--- src/verilog/eilo_pkg.sv ---
// constants, register map and function decode for the indicator lamp outputs
package eilo_pkg;

  localparam int NUM_PORTS = 6;
  localparam int FUNC_W = 8;
  localparam int CRIT_W = 8;

  ////////////////////////////////////////////////////////////////////////////
  // output function numbers
  localparam logic [7:0] FN_LOW_SUPPLY = 8'h03;
  localparam logic [7:0] FN_GOV_PRESS = 8'h05;
  localparam logic [7:0] FN_OIL_PRESS = 8'h12;
  localparam logic [7:0] FN_OIL_TEMP = 8'h13;
  localparam logic [7:0] FN_COOL_TEMP = 8'h14;
  localparam logic [7:0] FN_CRANK_PRESS = 8'h16;
  localparam logic [7:0] FN_COOL_PRESS = 8'h17;
  localparam logic [7:0] FN_IDLE_LAMP = 8'h1A;
  localparam logic [7:0] FN_SERVICE_NOW = 8'h2C;

  // condition vector positions
  localparam int C_COOL_TEMP = 0;
  localparam int C_CRANK = 1;
  localparam int C_OIL_TEMP = 2;
  localparam int C_COOL_PRESS = 3;
  localparam int C_OIL_PRESS = 4;
  localparam int C_SUPPLY = 5;
  localparam int C_IDLE = 6;
  localparam int C_GOV = 7;
  localparam int C_SVC = 8;
  localparam int COND_W = 9;

  ////////////////////////////////////////////////////////////////////////////
  // register map, byte addresses
  localparam logic [7:0] A_PORT0 = 8'h00;
  localparam logic [7:0] A_CTRL = 8'h18;
  localparam logic [7:0] A_SVC_MASK = 8'h1C;
  localparam logic [7:0] A_STATUS = 8'h20;
  localparam logic [7:0] A_FAULT_LOG = 8'h24;
  localparam int PORT_POL_BIT = 8;
  localparam int CTRL_OVERTEMP_BIT = 0;
  localparam int CTRL_CHECK_AS_SVC_BIT = 1;
  localparam int CTRL_LCC_LSB = 8;
  localparam int LCC_SUBSET_BIT = 0;
  localparam int LOG_W = 7;
  localparam int LOG_IDLE_DIAG = 6;

  // reset values: default functions per port, all normal polarity
  localparam logic [47:0] PORT_FUNC_RST = {FN_IDLE_LAMP, FN_OIL_PRESS, FN_COOL_PRESS,
                                           FN_OIL_TEMP, FN_CRANK_PRESS, FN_COOL_TEMP};
  localparam logic [5:0] PORT_POL_RST = 6'h00;
  localparam logic [31:0] CTRL_RST = 32'h0000_0000;
  localparam logic [7:0] SVC_MASK_RST = 8'hFF;

  ////////////////////////////////////////////////////////////////////////////
  // timing
  localparam int unsigned CLK_HZ = 25000000;
  localparam int unsigned HALF_SEC_MS = 500;
  localparam int unsigned BULB_MS = 2000;
  localparam int unsigned HALF_SEC_CYC = HALF_SEC_MS * (CLK_HZ / 1000);
  localparam int unsigned BULB_CYC = BULB_MS * (CLK_HZ / 1000);

  function automatic logic [COND_W-1:0] eilo_func_onehot(input logic [7:0] fn);
    logic [COND_W-1:0] r;
    r = '0;
    unique case (fn)
      FN_COOL_TEMP: r[C_COOL_TEMP] = 1'b1;
      FN_CRANK_PRESS: r[C_CRANK] = 1'b1;
      FN_OIL_TEMP: r[C_OIL_TEMP] = 1'b1;
      FN_COOL_PRESS: r[C_COOL_PRESS] = 1'b1;
      FN_OIL_PRESS: r[C_OIL_PRESS] = 1'b1;
      FN_LOW_SUPPLY: r[C_SUPPLY] = 1'b1;
      FN_IDLE_LAMP: r[C_IDLE] = 1'b1;
      FN_GOV_PRESS: r[C_GOV] = 1'b1;
      FN_SERVICE_NOW: r[C_SVC] = 1'b1;
      default: r = '0;
    endcase
    return r;
  endfunction

endpackage

--- src/verilog/eilo_top.sv ---
// indicator lamp output ports with AHB-Lite register access
//
// The address map and the AHB-Lite register port are this design's own decisions.
`timescale 1ns/1ps
// Operation
// RQ1: six ports, function and polarity, reset defaults
// RQ2: function 20 on coolant temp stop, unprotected
// RQ3: ignition on grounds bulb-check functions and lamps
// RQ4: function 22 on crankcase pressure stop
// RQ5: function 19 with check lamp when protected
// RQ6: function 19 on oil temp stop, unprotected
// RQ7: function 23 on coolant pressure stop
// RQ8: function 3 on low supply voltage
// RQ9: function 18 on oil pressure stop
// RQ10: function 26 toggles each half second counting
// RQ11: function 26 steady once idle active
// RQ12: function 5 in governor pressure mode
// RQ13: function 44 on selected critical fault subset
// RQ14: service-now lamp on any stop fault
// RQ15: lamp selection never changes protection reaction
// RQ16: check lamp can act as service-now
// RQ17: log fault on function 26 port diagnostics
// RQ18: log fault codes for each lamp condition
// RQ19: polarity applied before the low-side switch
// RQ20: unknown function number leaves port open
module eilo_top #(
  parameter int unsigned HALF_SEC_CYC = eilo_pkg::HALF_SEC_CYC,
  parameter int unsigned BULB_CYC = eilo_pkg::BULB_CYC
) (
  input wire logic CLK,
  input wire logic RST_B,
  input wire logic HSEL,
  input wire logic [31:0] HADDR,
  input wire logic [1:0] HTRANS,
  input wire logic HWRITE,
  input wire logic [2:0] HSIZE,
  input wire logic [31:0] HWDATA,
  input wire logic HREADY,
  output logic [31:0] HRDATA,
  output logic HREADYOUT,
  output logic HRESP,
  input wire logic COOLANT_TEMP_STOP,
  input wire logic CRANK_PRESS_STOP,
  input wire logic OIL_TEMP_CHECK,
  input wire logic OIL_TEMP_STOP,
  input wire logic COOLANT_PRESS_STOP,
  input wire logic OIL_PRESS_STOP,
  input wire logic SUPPLY_LOW,
  input wire logic IGNITION_ON,
  input wire logic SYS_INIT_DONE,
  input wire logic IDLE_COUNTING,
  input wire logic IDLE_ACTIVE,
  input wire logic GOV_PRESS_MODE,
  input wire logic STOP_FAULT,
  input wire logic [7:0] CRIT_FAULTS,
  input wire logic [5:0] PORT_OPEN,
  input wire logic [5:0] PORT_SHORT,
  output logic [5:0] PORT_GND,
  output logic CHECK_ENGINE_LAMP,
  output logic STOP_ENGINE_LAMP,
  output logic SERVICE_NOW_LAMP
);

  localparam int NP = eilo_pkg::NUM_PORTS;
  localparam int SYNC_W = 33;

  ////////////////////////////////////////////////////////////////////////////
  // input synchronisers: every lamp-side input pin passes two flops; the AHB-Lite inputs are not synchronised
  logic [SYNC_W-1:0] sync1_reg;
  logic [SYNC_W-1:0] sync2_reg;
  logic [SYNC_W-1:0] raw_in;

  assign raw_in = {PORT_SHORT, PORT_OPEN, CRIT_FAULTS, STOP_FAULT, GOV_PRESS_MODE,
                   IDLE_ACTIVE, IDLE_COUNTING, SYS_INIT_DONE, IGNITION_ON, SUPPLY_LOW,
                   OIL_PRESS_STOP, COOLANT_PRESS_STOP, OIL_TEMP_STOP, OIL_TEMP_CHECK,
                   CRANK_PRESS_STOP, COOLANT_TEMP_STOP};

  always_ff @(posedge CLK) begin
    if (!RST_B) begin
      sync1_reg <= '0;
      sync2_reg <= '0;
    end else begin
      sync1_reg <= raw_in;
      sync2_reg <= sync1_reg;
    end
  end

  logic cool_temp_s, crank_s, oil_chk_s, oil_stop_s, cool_press_s, oil_press_s;
  logic supply_s, ign_s, init_s, idle_cnt_s, idle_act_s, gov_s, stop_fault_s;
  logic [7:0] crit_s;
  logic [5:0] open_s;
  logic [5:0] short_s;

  assign cool_temp_s = sync2_reg[0];
  assign crank_s = sync2_reg[1];
  assign oil_chk_s = sync2_reg[2];
  assign oil_stop_s = sync2_reg[3];
  assign cool_press_s = sync2_reg[4];
  assign oil_press_s = sync2_reg[5];
  assign supply_s = sync2_reg[6];
  assign ign_s = sync2_reg[7];
  assign init_s = sync2_reg[8];
  assign idle_cnt_s = sync2_reg[9];
  assign idle_act_s = sync2_reg[10];
  assign gov_s = sync2_reg[11];
  assign stop_fault_s = sync2_reg[12];
  assign crit_s = sync2_reg[20:13];
  assign open_s = sync2_reg[26:21];
  assign short_s = sync2_reg[32:27];

  ////////////////////////////////////////////////////////////////////////////
  // registers
  logic [7:0] func_reg [NP];
  logic [NP-1:0] pol_reg;
  logic [31:0] ctrl_reg;
  logic [7:0] svc_mask_reg;
  logic [eilo_pkg::LOG_W-1:0] log_reg;
  logic overtemp_protection_enable;
  logic check_as_service;
  logic [7:0] lamp_config_code;
  assign overtemp_protection_enable = ctrl_reg[eilo_pkg::CTRL_OVERTEMP_BIT];
  assign check_as_service = ctrl_reg[eilo_pkg::CTRL_CHECK_AS_SVC_BIT];
  assign lamp_config_code = ctrl_reg[eilo_pkg::CTRL_LCC_LSB +: 8];

  ////////////////////////////////////////////////////////////////////////////
  // AHB-Lite slave, zero wait states
  logic wr_pend_reg;
  logic [7:0] waddr_reg;
  logic [31:0] rdata_next;
  logic addr_phase;

  assign addr_phase = HSEL && HTRANS[1] && HREADY;

  always_ff @(posedge CLK) begin
    if (!RST_B) begin
      wr_pend_reg <= 1'b0;
      waddr_reg <= 8'h00;
      HRDATA <= 32'h0000_0000;
      HREADYOUT <= 1'b0;
      HRESP <= 1'b0;
    end else begin
      HREADYOUT <= 1'b1;
      HRESP <= 1'b0;
      wr_pend_reg <= addr_phase && HWRITE;
      if (addr_phase) begin
        waddr_reg <= HADDR[7:0];
      end
      // read data is captured at the address phase, so it stands in the data phase
      if (addr_phase && !HWRITE) begin
        HRDATA <= rdata_next;
      end
    end
  end

  // unmapped addresses and upper address bits read as zero
  always_comb begin
    rdata_next = 32'h0000_0000;
    if (HADDR[31:8] == 24'h00_0000) begin
      for (int i = 0; i < NP; i++) begin
        if (HADDR[7:0] == eilo_pkg::A_PORT0 + 8'(4 * i)) begin
          rdata_next = {23'h00_0000, pol_reg[i], func_reg[i]};
        end
      end
      unique case (HADDR[7:0])
        eilo_pkg::A_CTRL: rdata_next = ctrl_reg;
        eilo_pkg::A_SVC_MASK: rdata_next = {24'h00_0000, svc_mask_reg};
        eilo_pkg::A_STATUS: rdata_next = {19'h0_0000, sync2_reg[12:0]};
        eilo_pkg::A_FAULT_LOG: rdata_next = {25'h000_0000, log_reg};
        default: ;
      endcase
    end
  end

  logic wr_hit;
  assign wr_hit = wr_pend_reg;

  always_ff @(posedge CLK) begin
    if (!RST_B) begin
      for (int i = 0; i < NP; i++) begin
        func_reg[i] <= eilo_pkg::PORT_FUNC_RST[8*i +: 8];  // RQ1
      end
      pol_reg <= eilo_pkg::PORT_POL_RST;
    end else if (wr_hit) begin
      for (int i = 0; i < NP; i++) begin
        if (waddr_reg == eilo_pkg::A_PORT0 + 8'(4 * i)) begin
          func_reg[i] <= HWDATA[7:0];  // RQ1
          pol_reg[i] <= HWDATA[eilo_pkg::PORT_POL_BIT];
        end
      end
    end
  end

  always_ff @(posedge CLK) begin
    if (!RST_B) begin
      ctrl_reg <= eilo_pkg::CTRL_RST;
      svc_mask_reg <= eilo_pkg::SVC_MASK_RST;
    end else if (wr_hit) begin
      if (waddr_reg == eilo_pkg::A_CTRL) begin
        ctrl_reg <= {16'h0000, HWDATA[15:8], 6'h00, HWDATA[1:0]};
      end
      if (waddr_reg == eilo_pkg::A_SVC_MASK) begin
        svc_mask_reg <= HWDATA[7:0];
      end
    end
  end

  ////////////////////////////////////////////////////////////////////////////
  // bulb check after ignition turns on
  logic ign_d_reg;
  logic [31:0] bulb_cnt_reg;
  logic bulb;
  assign bulb = (bulb_cnt_reg != 32'h0000_0000);
  always_ff @(posedge CLK) begin
    if (!RST_B) begin
      ign_d_reg <= 1'b0;
      bulb_cnt_reg <= 32'h0000_0000;
    end else begin
      ign_d_reg <= ign_s;
      if (ign_s && !ign_d_reg) begin
        bulb_cnt_reg <= BULB_CYC;  // RQ3
      end else if (bulb) begin
        bulb_cnt_reg <= bulb_cnt_reg - 32'h0000_0001;
      end
    end
  end

  ////////////////////////////////////////////////////////////////////////////
  // idle lamp flasher; restarts dark whenever counting stops
  logic [31:0] half_cnt_reg;
  logic flash_reg;
  logic flash_run;
  logic idle_lamp;
  assign flash_run = idle_cnt_s && init_s && !idle_act_s;  // RQ10
  assign idle_lamp = idle_act_s || (flash_run && flash_reg);  // RQ11
  always_ff @(posedge CLK) begin
    if (!RST_B) begin
      half_cnt_reg <= 32'h0000_0000;
      flash_reg <= 1'b0;
    end else if (!flash_run) begin
      half_cnt_reg <= 32'h0000_0000;
      flash_reg <= 1'b0;
    end else if (half_cnt_reg == HALF_SEC_CYC - 1) begin
      half_cnt_reg <= 32'h0000_0000;
      flash_reg <= !flash_reg;  // RQ10
    end else begin
      half_cnt_reg <= half_cnt_reg + 32'h0000_0001;
    end
  end

  ////////////////////////////////////////////////////////////////////////////
  // lamp conditions
  logic [eilo_pkg::COND_W-1:0] cond;
  logic cool_temp_hit, oil_temp_chk_hit, oil_temp_stop_hit;
  logic stop_cond, svc_cond, check_normal;
  logic [7:0] crit_sel;
  assign cool_temp_hit = cool_temp_s && !overtemp_protection_enable;  // RQ2
  assign oil_temp_chk_hit = oil_chk_s && overtemp_protection_enable;  // RQ5
  assign oil_temp_stop_hit = oil_stop_s && !overtemp_protection_enable;  // RQ6
  // protection lamps never see the service-now selection
  assign stop_cond = cool_temp_hit || crank_s || oil_temp_stop_hit || cool_press_s ||
                     oil_press_s || stop_fault_s;  // RQ15
  assign crit_sel = lamp_config_code[eilo_pkg::LCC_SUBSET_BIT] ? svc_mask_reg : 8'hFF;
  assign svc_cond = |(crit_s & crit_sel) || stop_cond;  // RQ13 RQ14
  assign check_normal = stop_cond || oil_temp_chk_hit || |crit_s;
  always_comb begin
    cond = '0;
    cond[eilo_pkg::C_COOL_TEMP] = bulb || cool_temp_hit;  // RQ2 RQ3
    cond[eilo_pkg::C_CRANK] = bulb || crank_s;  // RQ4
    cond[eilo_pkg::C_OIL_TEMP] = bulb || oil_temp_chk_hit || oil_temp_stop_hit;  // RQ5 RQ6
    cond[eilo_pkg::C_COOL_PRESS] = bulb || cool_press_s;  // RQ7
    cond[eilo_pkg::C_OIL_PRESS] = bulb || oil_press_s;  // RQ9
    cond[eilo_pkg::C_SUPPLY] = supply_s;  // RQ8
    cond[eilo_pkg::C_IDLE] = bulb || idle_lamp;  // RQ3 RQ11
    cond[eilo_pkg::C_GOV] = gov_s;  // RQ12
    cond[eilo_pkg::C_SVC] = svc_cond;  // RQ13
  end
  always_ff @(posedge CLK) begin
    if (!RST_B) begin
      CHECK_ENGINE_LAMP <= 1'b0;
      STOP_ENGINE_LAMP <= 1'b0;
      SERVICE_NOW_LAMP <= 1'b0;
    end else begin
      CHECK_ENGINE_LAMP <= bulb || (check_as_service ? svc_cond : check_normal);  // RQ16
      STOP_ENGINE_LAMP <= bulb || stop_cond;  // RQ3
      SERVICE_NOW_LAMP <= svc_cond;  // RQ14
    end
  end

  for (genvar g = 0; g < NP; g++) begin : g_port
    eilo_port_sel u_port (
      .clk(CLK),
      .rst_b(RST_B),
      .func(func_reg[g]),
      .invert(pol_reg[g]),
      .cond(cond),
      .gnd(PORT_GND[g])
    );
  end

  ////////////////////////////////////////////////////////////////////////////
  // sticky fault log, write one to clear; a new event beats the clear
  logic [eilo_pkg::LOG_W-1:0] log_set;
  logic [eilo_pkg::LOG_W-1:0] log_clr;
  logic idle_diag;
  always_comb begin
    idle_diag = 1'b0;
    for (int i = 0; i < NP; i++) begin
      if (func_reg[i] == eilo_pkg::FN_IDLE_LAMP && (open_s[i] || short_s[i])) begin
        idle_diag = 1'b1;  // RQ17
      end
    end
  end
  assign log_set = {idle_diag, supply_s, oil_press_s, cool_press_s,
                    oil_temp_chk_hit || oil_temp_stop_hit, crank_s, cool_temp_hit};  // RQ18
  assign log_clr = (wr_hit && waddr_reg == eilo_pkg::A_FAULT_LOG) ?
                   HWDATA[eilo_pkg::LOG_W-1:0] : '0;
  always_ff @(posedge CLK) begin
    if (!RST_B) begin
      log_reg <= '0;
    end else begin
      log_reg <= (log_reg & ~log_clr) | log_set;  // RQ17 RQ18
    end
  end

  ////////////////////////////////////////////////////////////////////////////
  // checks
  property p_bulb_lamps;
    @(posedge CLK) disable iff (!RST_B)
      (ign_s && !ign_d_reg) |=> ##1 (CHECK_ENGINE_LAMP && STOP_ENGINE_LAMP);
  endproperty
  a_bulb_lamps: assert property (p_bulb_lamps) else $error("bulb check lamps missing"); // RQ3
  property p_cool_temp_stop;
    @(posedge CLK) disable iff (!RST_B)
      (cool_temp_s && !overtemp_protection_enable) |=> (STOP_ENGINE_LAMP && CHECK_ENGINE_LAMP);
  endproperty
  a_cool_temp_stop: assert property (p_cool_temp_stop) else $error("no stop lamp"); // RQ2
  property p_oil_check;
    @(posedge CLK) disable iff (!RST_B)
      (oil_chk_s && overtemp_protection_enable && !check_as_service) |=> CHECK_ENGINE_LAMP;
  endproperty
  a_oil_check: assert property (p_oil_check) else $error("oil temp check lamp off"); // RQ5
  property p_svc_stop;
    @(posedge CLK) disable iff (!RST_B)
      stop_fault_s |=> (SERVICE_NOW_LAMP && STOP_ENGINE_LAMP);
  endproperty
  a_svc_stop: assert property (p_svc_stop) else $error("service lamp off on stop fault"); // RQ14
  property p_flash_toggle;
    @(posedge CLK) disable iff (!RST_B)
      (flash_run && $past(flash_run) && half_cnt_reg == HALF_SEC_CYC - 1)
        |=> (flash_reg != $past(flash_reg));
  endproperty
  a_flash_toggle: assert property (p_flash_toggle) else $error("idle lamp missed toggle"); // RQ10
  property p_idle_steady;
    @(posedge CLK) disable iff (!RST_B)
      idle_act_s [*2] |-> idle_lamp && !flash_reg;
  endproperty
  a_idle_steady: assert property (p_idle_steady) else $error("idle lamp not steady"); // RQ11
  property p_log_supply;
    @(posedge CLK) disable iff (!RST_B)
      supply_s |=> log_reg[5];
  endproperty
  a_log_supply: assert property (p_log_supply) else $error("low supply not logged"); // RQ18
  property p_log_diag;
    @(posedge CLK) disable iff (!RST_B)
      idle_diag |=> log_reg[eilo_pkg::LOG_IDLE_DIAG];
  endproperty
  a_log_diag: assert property (p_log_diag) else $error("idle port fault not logged"); // RQ17

endmodule

--- src/verilog/eilo_port_sel.sv ---
// one low-side output port: function select and polarity
`timescale 1ns/1ps
module eilo_port_sel (
  input wire logic clk,
  input wire logic rst_b,
  input wire logic [7:0] func,
  input wire logic invert,
  input wire logic [eilo_pkg::COND_W-1:0] cond,
  output logic gnd
);

  logic [eilo_pkg::COND_W-1:0] sel;
  logic known;
  logic gnd_next;

  assign sel = eilo_pkg::eilo_func_onehot(func);
  assign known = |sel;

  // unknown function stays open whatever the polarity
  always_comb begin
    gnd_next = 1'b0;
    if (known) begin  // RQ20
      gnd_next = (|(sel & cond)) ^ invert;  // RQ19
    end
  end

  always_ff @(posedge clk) begin
    if (!rst_b) begin
      gnd <= 1'b0;
    end else begin
      gnd <= gnd_next;
    end
  end

  ////////////////////////////////////////////////////////////////////////////
  property p_unknown_open;
    @(posedge clk) disable iff (!rst_b)
      (!known && $stable(func)) |=> !gnd;
  endproperty
  a_unknown_open: assert property (p_unknown_open) else $error("unknown func drives port"); // RQ20

  property p_invert_open;
    @(posedge clk) disable iff (!rst_b)
      (known && invert && |(sel & cond)) |=> !gnd;
  endproperty
  a_invert_open: assert property (p_invert_open) else $error("inverted port not open"); // RQ19

endmodule

--- config.mk ---
export PLATFORM = sky130hd
export DESIGN_NAME = eilo_top
export DESIGN_NICKNAME = d
export VERILOG_FILES = /design/src/verilog/eilo_pkg.sv /design/src/verilog/eilo_top.sv /design/src/verilog/eilo_port_sel.sv
export SDC_FILE = /design/constraint.sdc
export NUM_CORES = 1
export LEC_CHECK = 0
export ABC_AREA = 1
export BUFFER_PORTS_ARGS = -buffer_cell sky130_fd_sc_hd__buf_2
export CORE_UTILIZATION = 58
export CTS_CLUSTER_SIZE = 12
export DETAILED_ROUTE_END_ITERATION = 6
export PLACE_DENSITY_LB_ADDON = 0.1
export SLEW_MARGIN = 5
export SYNTH_ARGS = -nofsm -noshare
export SYNTH_HDL_FRONTEND = slang
export SYNTH_SLANG_ARGS = --single-unit
export TNS_END_PERCENT = 30
--- constraint.sdc ---
create_clock -name CLK -period 1.8 [get_ports CLK]
set_clock_uncertainty 0.05 [all_clocks]
set_input_delay 0.18 -clock CLK [delete_from_list [all_inputs] [get_ports CLK]]
set_output_delay 0.18 -clock CLK [all_outputs]
set_load 0.02 [all_outputs]
# == Yosys cells after proc, flatten, opt, wreduce, memory -nomap -nowiden ==
# Memory sizes are Yosys's and may differ from the RTL's.
# Index checks and enable logic that the tools add are counted.
# op_classes
n_addsub,2
n_eq_ne,72
mux,105
n_bitwise,24
reduce_logical,84
# ops
op,count
$eq A8 B5 Y1 const B,44
$mux W32,6
$pmux W32 S4,1
$reduce_or A9 Y1,12
$mux W1,87
$eq A8 B6 Y1 const B,9
$eq A8 B3 Y1 const B,8
$mux W8,7
$and A9 B9 Y9,6
$mux W26,2
$eq A8 B2 Y1 const B,6
$add A32 B1 Y32 const B,1
$eq A32 B24 Y1 const B,1
$eq A8 B4 Y1 const B,4
$reduce_bool A32 Y1,1
$sub A32 B1 Y32 const B,1
$reduce_and A2 Y1,15
$logic_or A1 B1 Y1,25
$logic_not A24 Y1,1
$logic_and A1 B1 Y1,18
$logic_not A8 Y1,2
$reduce_or A8 Y1,2
$mux W9,1
$and A8 B8 Y8,1
other kinds (11),26
# totals
regBits,214
mem_bits_rw,48
output_inout_bits,43
wordCells,317
memories,1
# mem_list
memory,depth,width,read_ports,rd_clocked_by_memory_dff,write_ports,line_no,source
func_reg,6,8,6,0,6,eilo_top.sv:113,logic [7:0] func_reg [NP];

# == Depth between registers and ports, before layout ==
# depth
word_depth,11
ltp_mapped,14

# == By module ==
# From an unflattened synthesis, not the netlist that was laid out.
# hier_totals
hier_cells,1889
area_unflattened_um2,13052.5
# modules_own_cells
mod,instances,cells_each,area_per_inst_um2,seq_area_each_um2
eilo_top,1,1457,10815.4,5285.1
eilo_port_sel,6,72,372.9,20.0

# == Least setup slack after synthesis ==
# No wires, ideal clock.
# synth_timing
path_type,register to register
startpoint,register half_cnt_reg[0]
endpoint,register half_cnt_reg[28]
setup_time_ps,111
arrival_time_ps,1541
required_ps,1639
setup_slack_ps,99
path_stages_with_launch,15
period_less_slack_ps,1701
path_cell_list,dfxtp_1 ha_1 nand2_1 inv_1 nand2_2 inv_1 nand2_2 nor2_4 nand2_2 nor3_2 nand2_1 nor3_1 nand2_1 nand2_1 nor2_1
# synth_between
elab_chain_len,2
word_cells_on_any_way,3
classes_between,add/sub: 1; eq/ne: 1; reduce/logical: 1
# synth_rtl
item,line_no,source
start: declaration,eilo_top.sv:229,logic [31:0] half_cnt_reg;
start signal: assignment,eilo_top.sv:246,half_cnt_reg <= half_cnt_reg + 32'h0000_0001;
"parallel branches: the longest is 2 deep, another holds $add A32 B1 Y32",--,
# Several ways; the timed one is not identified.
# A chain may end at the register's enable or synchronous reset.

# == Worst setup path in the final report ==
# layout_timing
startpoint,register bulb_cnt_reg[0]
endpoint,register bulb_cnt_reg[22]
# layout_between
elab_chain_len,3
word_cells_on_any_way,5
classes_between,add/sub: 1; mux: 2; reduce/logical: 2
# layout_rtl
item,line_no,source
start: declaration,eilo_top.sv:210,logic [31:0] bulb_cnt_reg;
start signal: assignment,eilo_top.sv:222,bulb_cnt_reg <= bulb_cnt_reg - 32'h0000_0001;
$sub A32 B1 Y32,eilo_top.sv:222,
$mux W26,eilo_top.sv:221,end else if (bulb) begin
$mux W26,eilo_top.sv:219,if (ign_s && !ign_d_reg) begin
# Parallel ways exist; a longest one is shown, timed or not. The select of a mux whose other input is x is not followed.

==> impl_metrics.env <==
export IMPL_status="complete, but fails checks"
export IMPL_violations="setup timing"
export IMPL_multi_input_area_sq_mm=0.00589
export IMPL_worst_slack_ps=-102
export IMPL_fp_dieH_microns=145
export IMPL_route_detailed_drc=0
export IMPL_synth_edf_count=48
export IMPL_cp_end_kind="register"
export IMPL_hold_viol=0
export IMPL_p_leak_nw=7.30
export IMPL_start_util_pct=59.1
export IMPL_drv_cap=0
export IMPL_worst_pin_slew_ps=625
export IMPL_io_buffers=112
export IMPL_min_period_over_period_pct=106
export IMPL_dp_hpwl_mm=25.1
export IMPL_area_growth_syn_to_layout_pct=31.7
export IMPL_io_pins=150
export IMPL_critical_path_slowest_cell="dfxtp_2"
export IMPL_grt_ovfl_total=0
export IMPL_clk_latency_ps=540
export IMPL_setup_viol=7
export IMPL_final_max_slew_viol_count=0
export IMPL_drive_gt1_share_pct=23.9
export IMPL_clock_sinks=246
export IMPL_path_max_fanout=3
export IMPL_hold_ws_ps=38.6
export IMPL_cts_max_level=1
export IMPL_syn_inst=1665
export IMPL_grt_pass1_wl_mm=58.4
export IMPL_num_nets_final=2073
export IMPL_synthArstFlopShare_pct=0
export IMPL_avgSynthCellArea_sq_um=7.16
export IMPL_critPathLaunchType="register"
export IMPL_die_x_microns=145
export IMPL_ys_seq_area_share_pct=45.4
export IMPL_synth_yosys_warnings=0
export IMPL_maxSlewHeadroom_pct=58.3
export IMPL_max_freq_mhz=526
export IMPL_totalPowerFinal_mw=16.9
export IMPL_path_delay_family="simple AND/OR/NAND/NOR gates"
export IMPL_antenna_found_initial=0
export IMPL_critPathArrivalTime_ps=2330
export IMPL_fin_cells=2249
export IMPL_synth_seq_cells=246
export IMPL_p_clk_share_pct=31.3
export IMPL_hold_path_class="input pin to register"
export IMPL_cts_tree="yes"
export IMPL_synth_main_ff_cell="dfxtp_1"
export IMPL_vias=12100
export IMPL_p_sw_share_pct=33.6
export IMPL_grt_max_degree=112
export IMPL_detail_route_wl_per_cell_microns=16.9
export IMPL_cts_clk_slew_worst_paths_ps=60
export IMPL_p_sw_mw=5.69
export IMPL_place_congestion=0.993
export IMPL_max_vdd_ir_drop_mv=0.747
export IMPL_antenna_left=0
export IMPL_rsz0062_at_grt="true"
export IMPL_intPower_mw=11.3
export IMPL_critical_path_required_ps=2220
export IMPL_seqPwrFrac_pct=37.2
export IMPL_routed_wl_mm=37.9
export IMPL_grt_pass1_vias=11400
export IMPL_drt_pass1_iterations=5
export IMPL_cp_common_cell="nand2_2"
export IMPL_dp_cells=2141
export IMPL_root_buffer="clkbuf_16"
export IMPL_setup_worst_path_class="register to register"
export IMPL_synthesis_area_sq_mm=0.0119
export IMPL_core_area_sq_mm=0.0202
export IMPL_clockBufferDepth=3
export IMPL_fillCellCount=1464
export IMPL_n_antenna_cell=0
export IMPL_die_area_sq_mm=0.0211
export IMPL_setup_tns_final_ps=-178
export IMPL_postLayoutCoreUtil_pct=77.8
export IMPL_via_per_inst=5.39
export IMPL_period_minus_slack_ps=1900
export IMPL_cts_buffers=26
export IMPL_rows=52
export IMPL_combPwrFrac_pct=31.5
export IMPL_first_iter_violations=1063
export IMPL_grt_usage_pct=35.1
export IMPL_crit_chain="inv_2 > buf_4 > ha_2 > nand2_2 > nor2_2 > nand2_1 > nor3_2 > nand2_2 > or3_1 > a31oi_1"
export IMPL_yosysUniqueCellTypes=46
export IMPL_largest_reg_flops=48
export IMPL_power_density_mw_per_mm2=1080
export IMPL_cpPeakStageDelay_ps=330
export IMPL_critPathBufInv=2
export IMPL_regArea_sq_mm=0.00542
cell families (layout without fill, tap and decap cells):
| logic type | after synthesis | after routing | share of synthesized area, % |
|---|---|---|---|
| adder cells (fa/ha/maj) | 3 | 3 | 0.315 |
| AO/OA/AOI/OAI | 210 | 210 | 9.80 |
| other | 1 | 17 | 0.0315 |
| flip-flops | 246 | 246 | 45.4 |
| AND/OR/NAND/NOR | 879 | 879 | 32.4 |
| XOR/XNOR | 23 | 23 | 1.69 |
| buffers and inverters | 303 | 601 | 10.4 |
power groups by stage:
stage	logic [mW]	registers [mW]	clock network (mW)
global route	5.79	6.35	5.53
floorplan	2.79	6.36	0
finish	5.33	6.31	5.30
global placement	4.45	6.34	0
CTS	4.76	6.25	5.31
detailed placement	4.51	6.35	0
final cells by class:
| type | count | area share (%) |
|---|---|---|
| clock inverters | 8 | 0.718 |
| repair buffers | 304 | 14.4 |
| inverters | 253 | 6.11 |
| flip-flops and latches | 246 | 34.6 |
| clock buffers | 36 | 4.58 |
| multi-input cells | 1132 | 37.5 |
| well taps | 270 | 2.15 |
what timing repair did:
item	in CTS	in global routing
hold buffers	53	0
pin swaps	12	47
endpoints found under the setup margin	47	160
resized for setup	40	129
setup buffers	4	6
gates cloned	0	1
hold endpoints to repair	54	0
through the flow:
stage	setup slack, ps	cell area (sq um)
5_1_grt	-194	15700
6_report	-102	15700
3_3_place_gp	-122	13600
4_1_cts	-24.4	15200
2_1_floorplan	98.7	12000
3_5_place_dp	-134	13600
cells in the mapped netlist, types with 5 or more instances:
library cell,count,area (sq um)
clkbuf_1,18,67.6
o21a_1,7,52.6
nand4_1,21,131
nor4_1,27,169
inv_2,6,22.5
nor3b_1,6,45.0
inv_1,247,927
o211ai_1,17,128
nand3_1,75,375
a31oi_1,5,31.3
xor2_1,15,131
a21oi_1,101,505
xnor2_1,8,70.1
nand2_1,417,1570
edfxtp_1,48,1440
nor2_1,215,807
buf_2,7,35.0
nor2_2,20,125
or2_2,7,43.8
nor2_4,7,78.8
buf_4,23,173
o21ai_0,54,270
dfxtp_1,198,3960
nand3b_1,5,37.5
o22ai_1,14,87.6
nand2_2,8,50.1
nor3_1,57,285
worst register-to-register path, cell delays in order, from the launching register on:
cell	delay (ps)
dfxtp_2	330
inv_2	80
buf_4	130
ha_2	200
nand2_2	90
nor2_2	160
nand2_1	100
nor3_2	130
nand2_2	90
or3_1	320
a31oi_1	160
final timing paths:
kind	startpoint	to	slack [ps]	depth (start not counted)
setup / recovery	bulb_cnt_reg[0]$_SDFFE_PP0P_	bulb_cnt_reg[22]$_SDFFE_PN0P_	-100	10
hold / removal	HADDR[21]	HRDATA[9]$_SDFFE_PN0P_	40	6
setup reg to reg	bulb_cnt_reg[0]$_SDFFE_PP0P_	bulb_cnt_reg[22]$_SDFFE_PN0P_	-100	10
hold reg to reg	sync1_reg[8]$_SDFF_PN0_	sync2_reg[8]$_SDFF_PN0_	360	2
layer usage:
metal	track usage, %	vias up	routed length (microns)
li1	-	5895	-
met1	46.9	5672	16200
met2	58.6	467	17700
met3	5.60	84	2870
met4	10.2	0	1130
met5	0	-	0
cells in the final DEF, fill, tap and decap left out, types with 32 or more instances in the layout:
| cell | count |
|---|---|
| dlygate4sd3_1 | 53 |
| nor2_2 | 37 |
| nor3_1 | 45 |
| edfxtp_1 | 48 |
| nand2_2 | 32 |
| dfxtp_1 | 187 |
| inv_1 | 238 |
| nand3_1 | 64 |
| nor2_1 | 185 |
| o21ai_0 | 51 |
| buf_4 | 130 |
| buf_2 | 111 |
| a21oi_1 | 98 |
| nand2_1 | 382 |
Power figures use the tool's default switching activity.
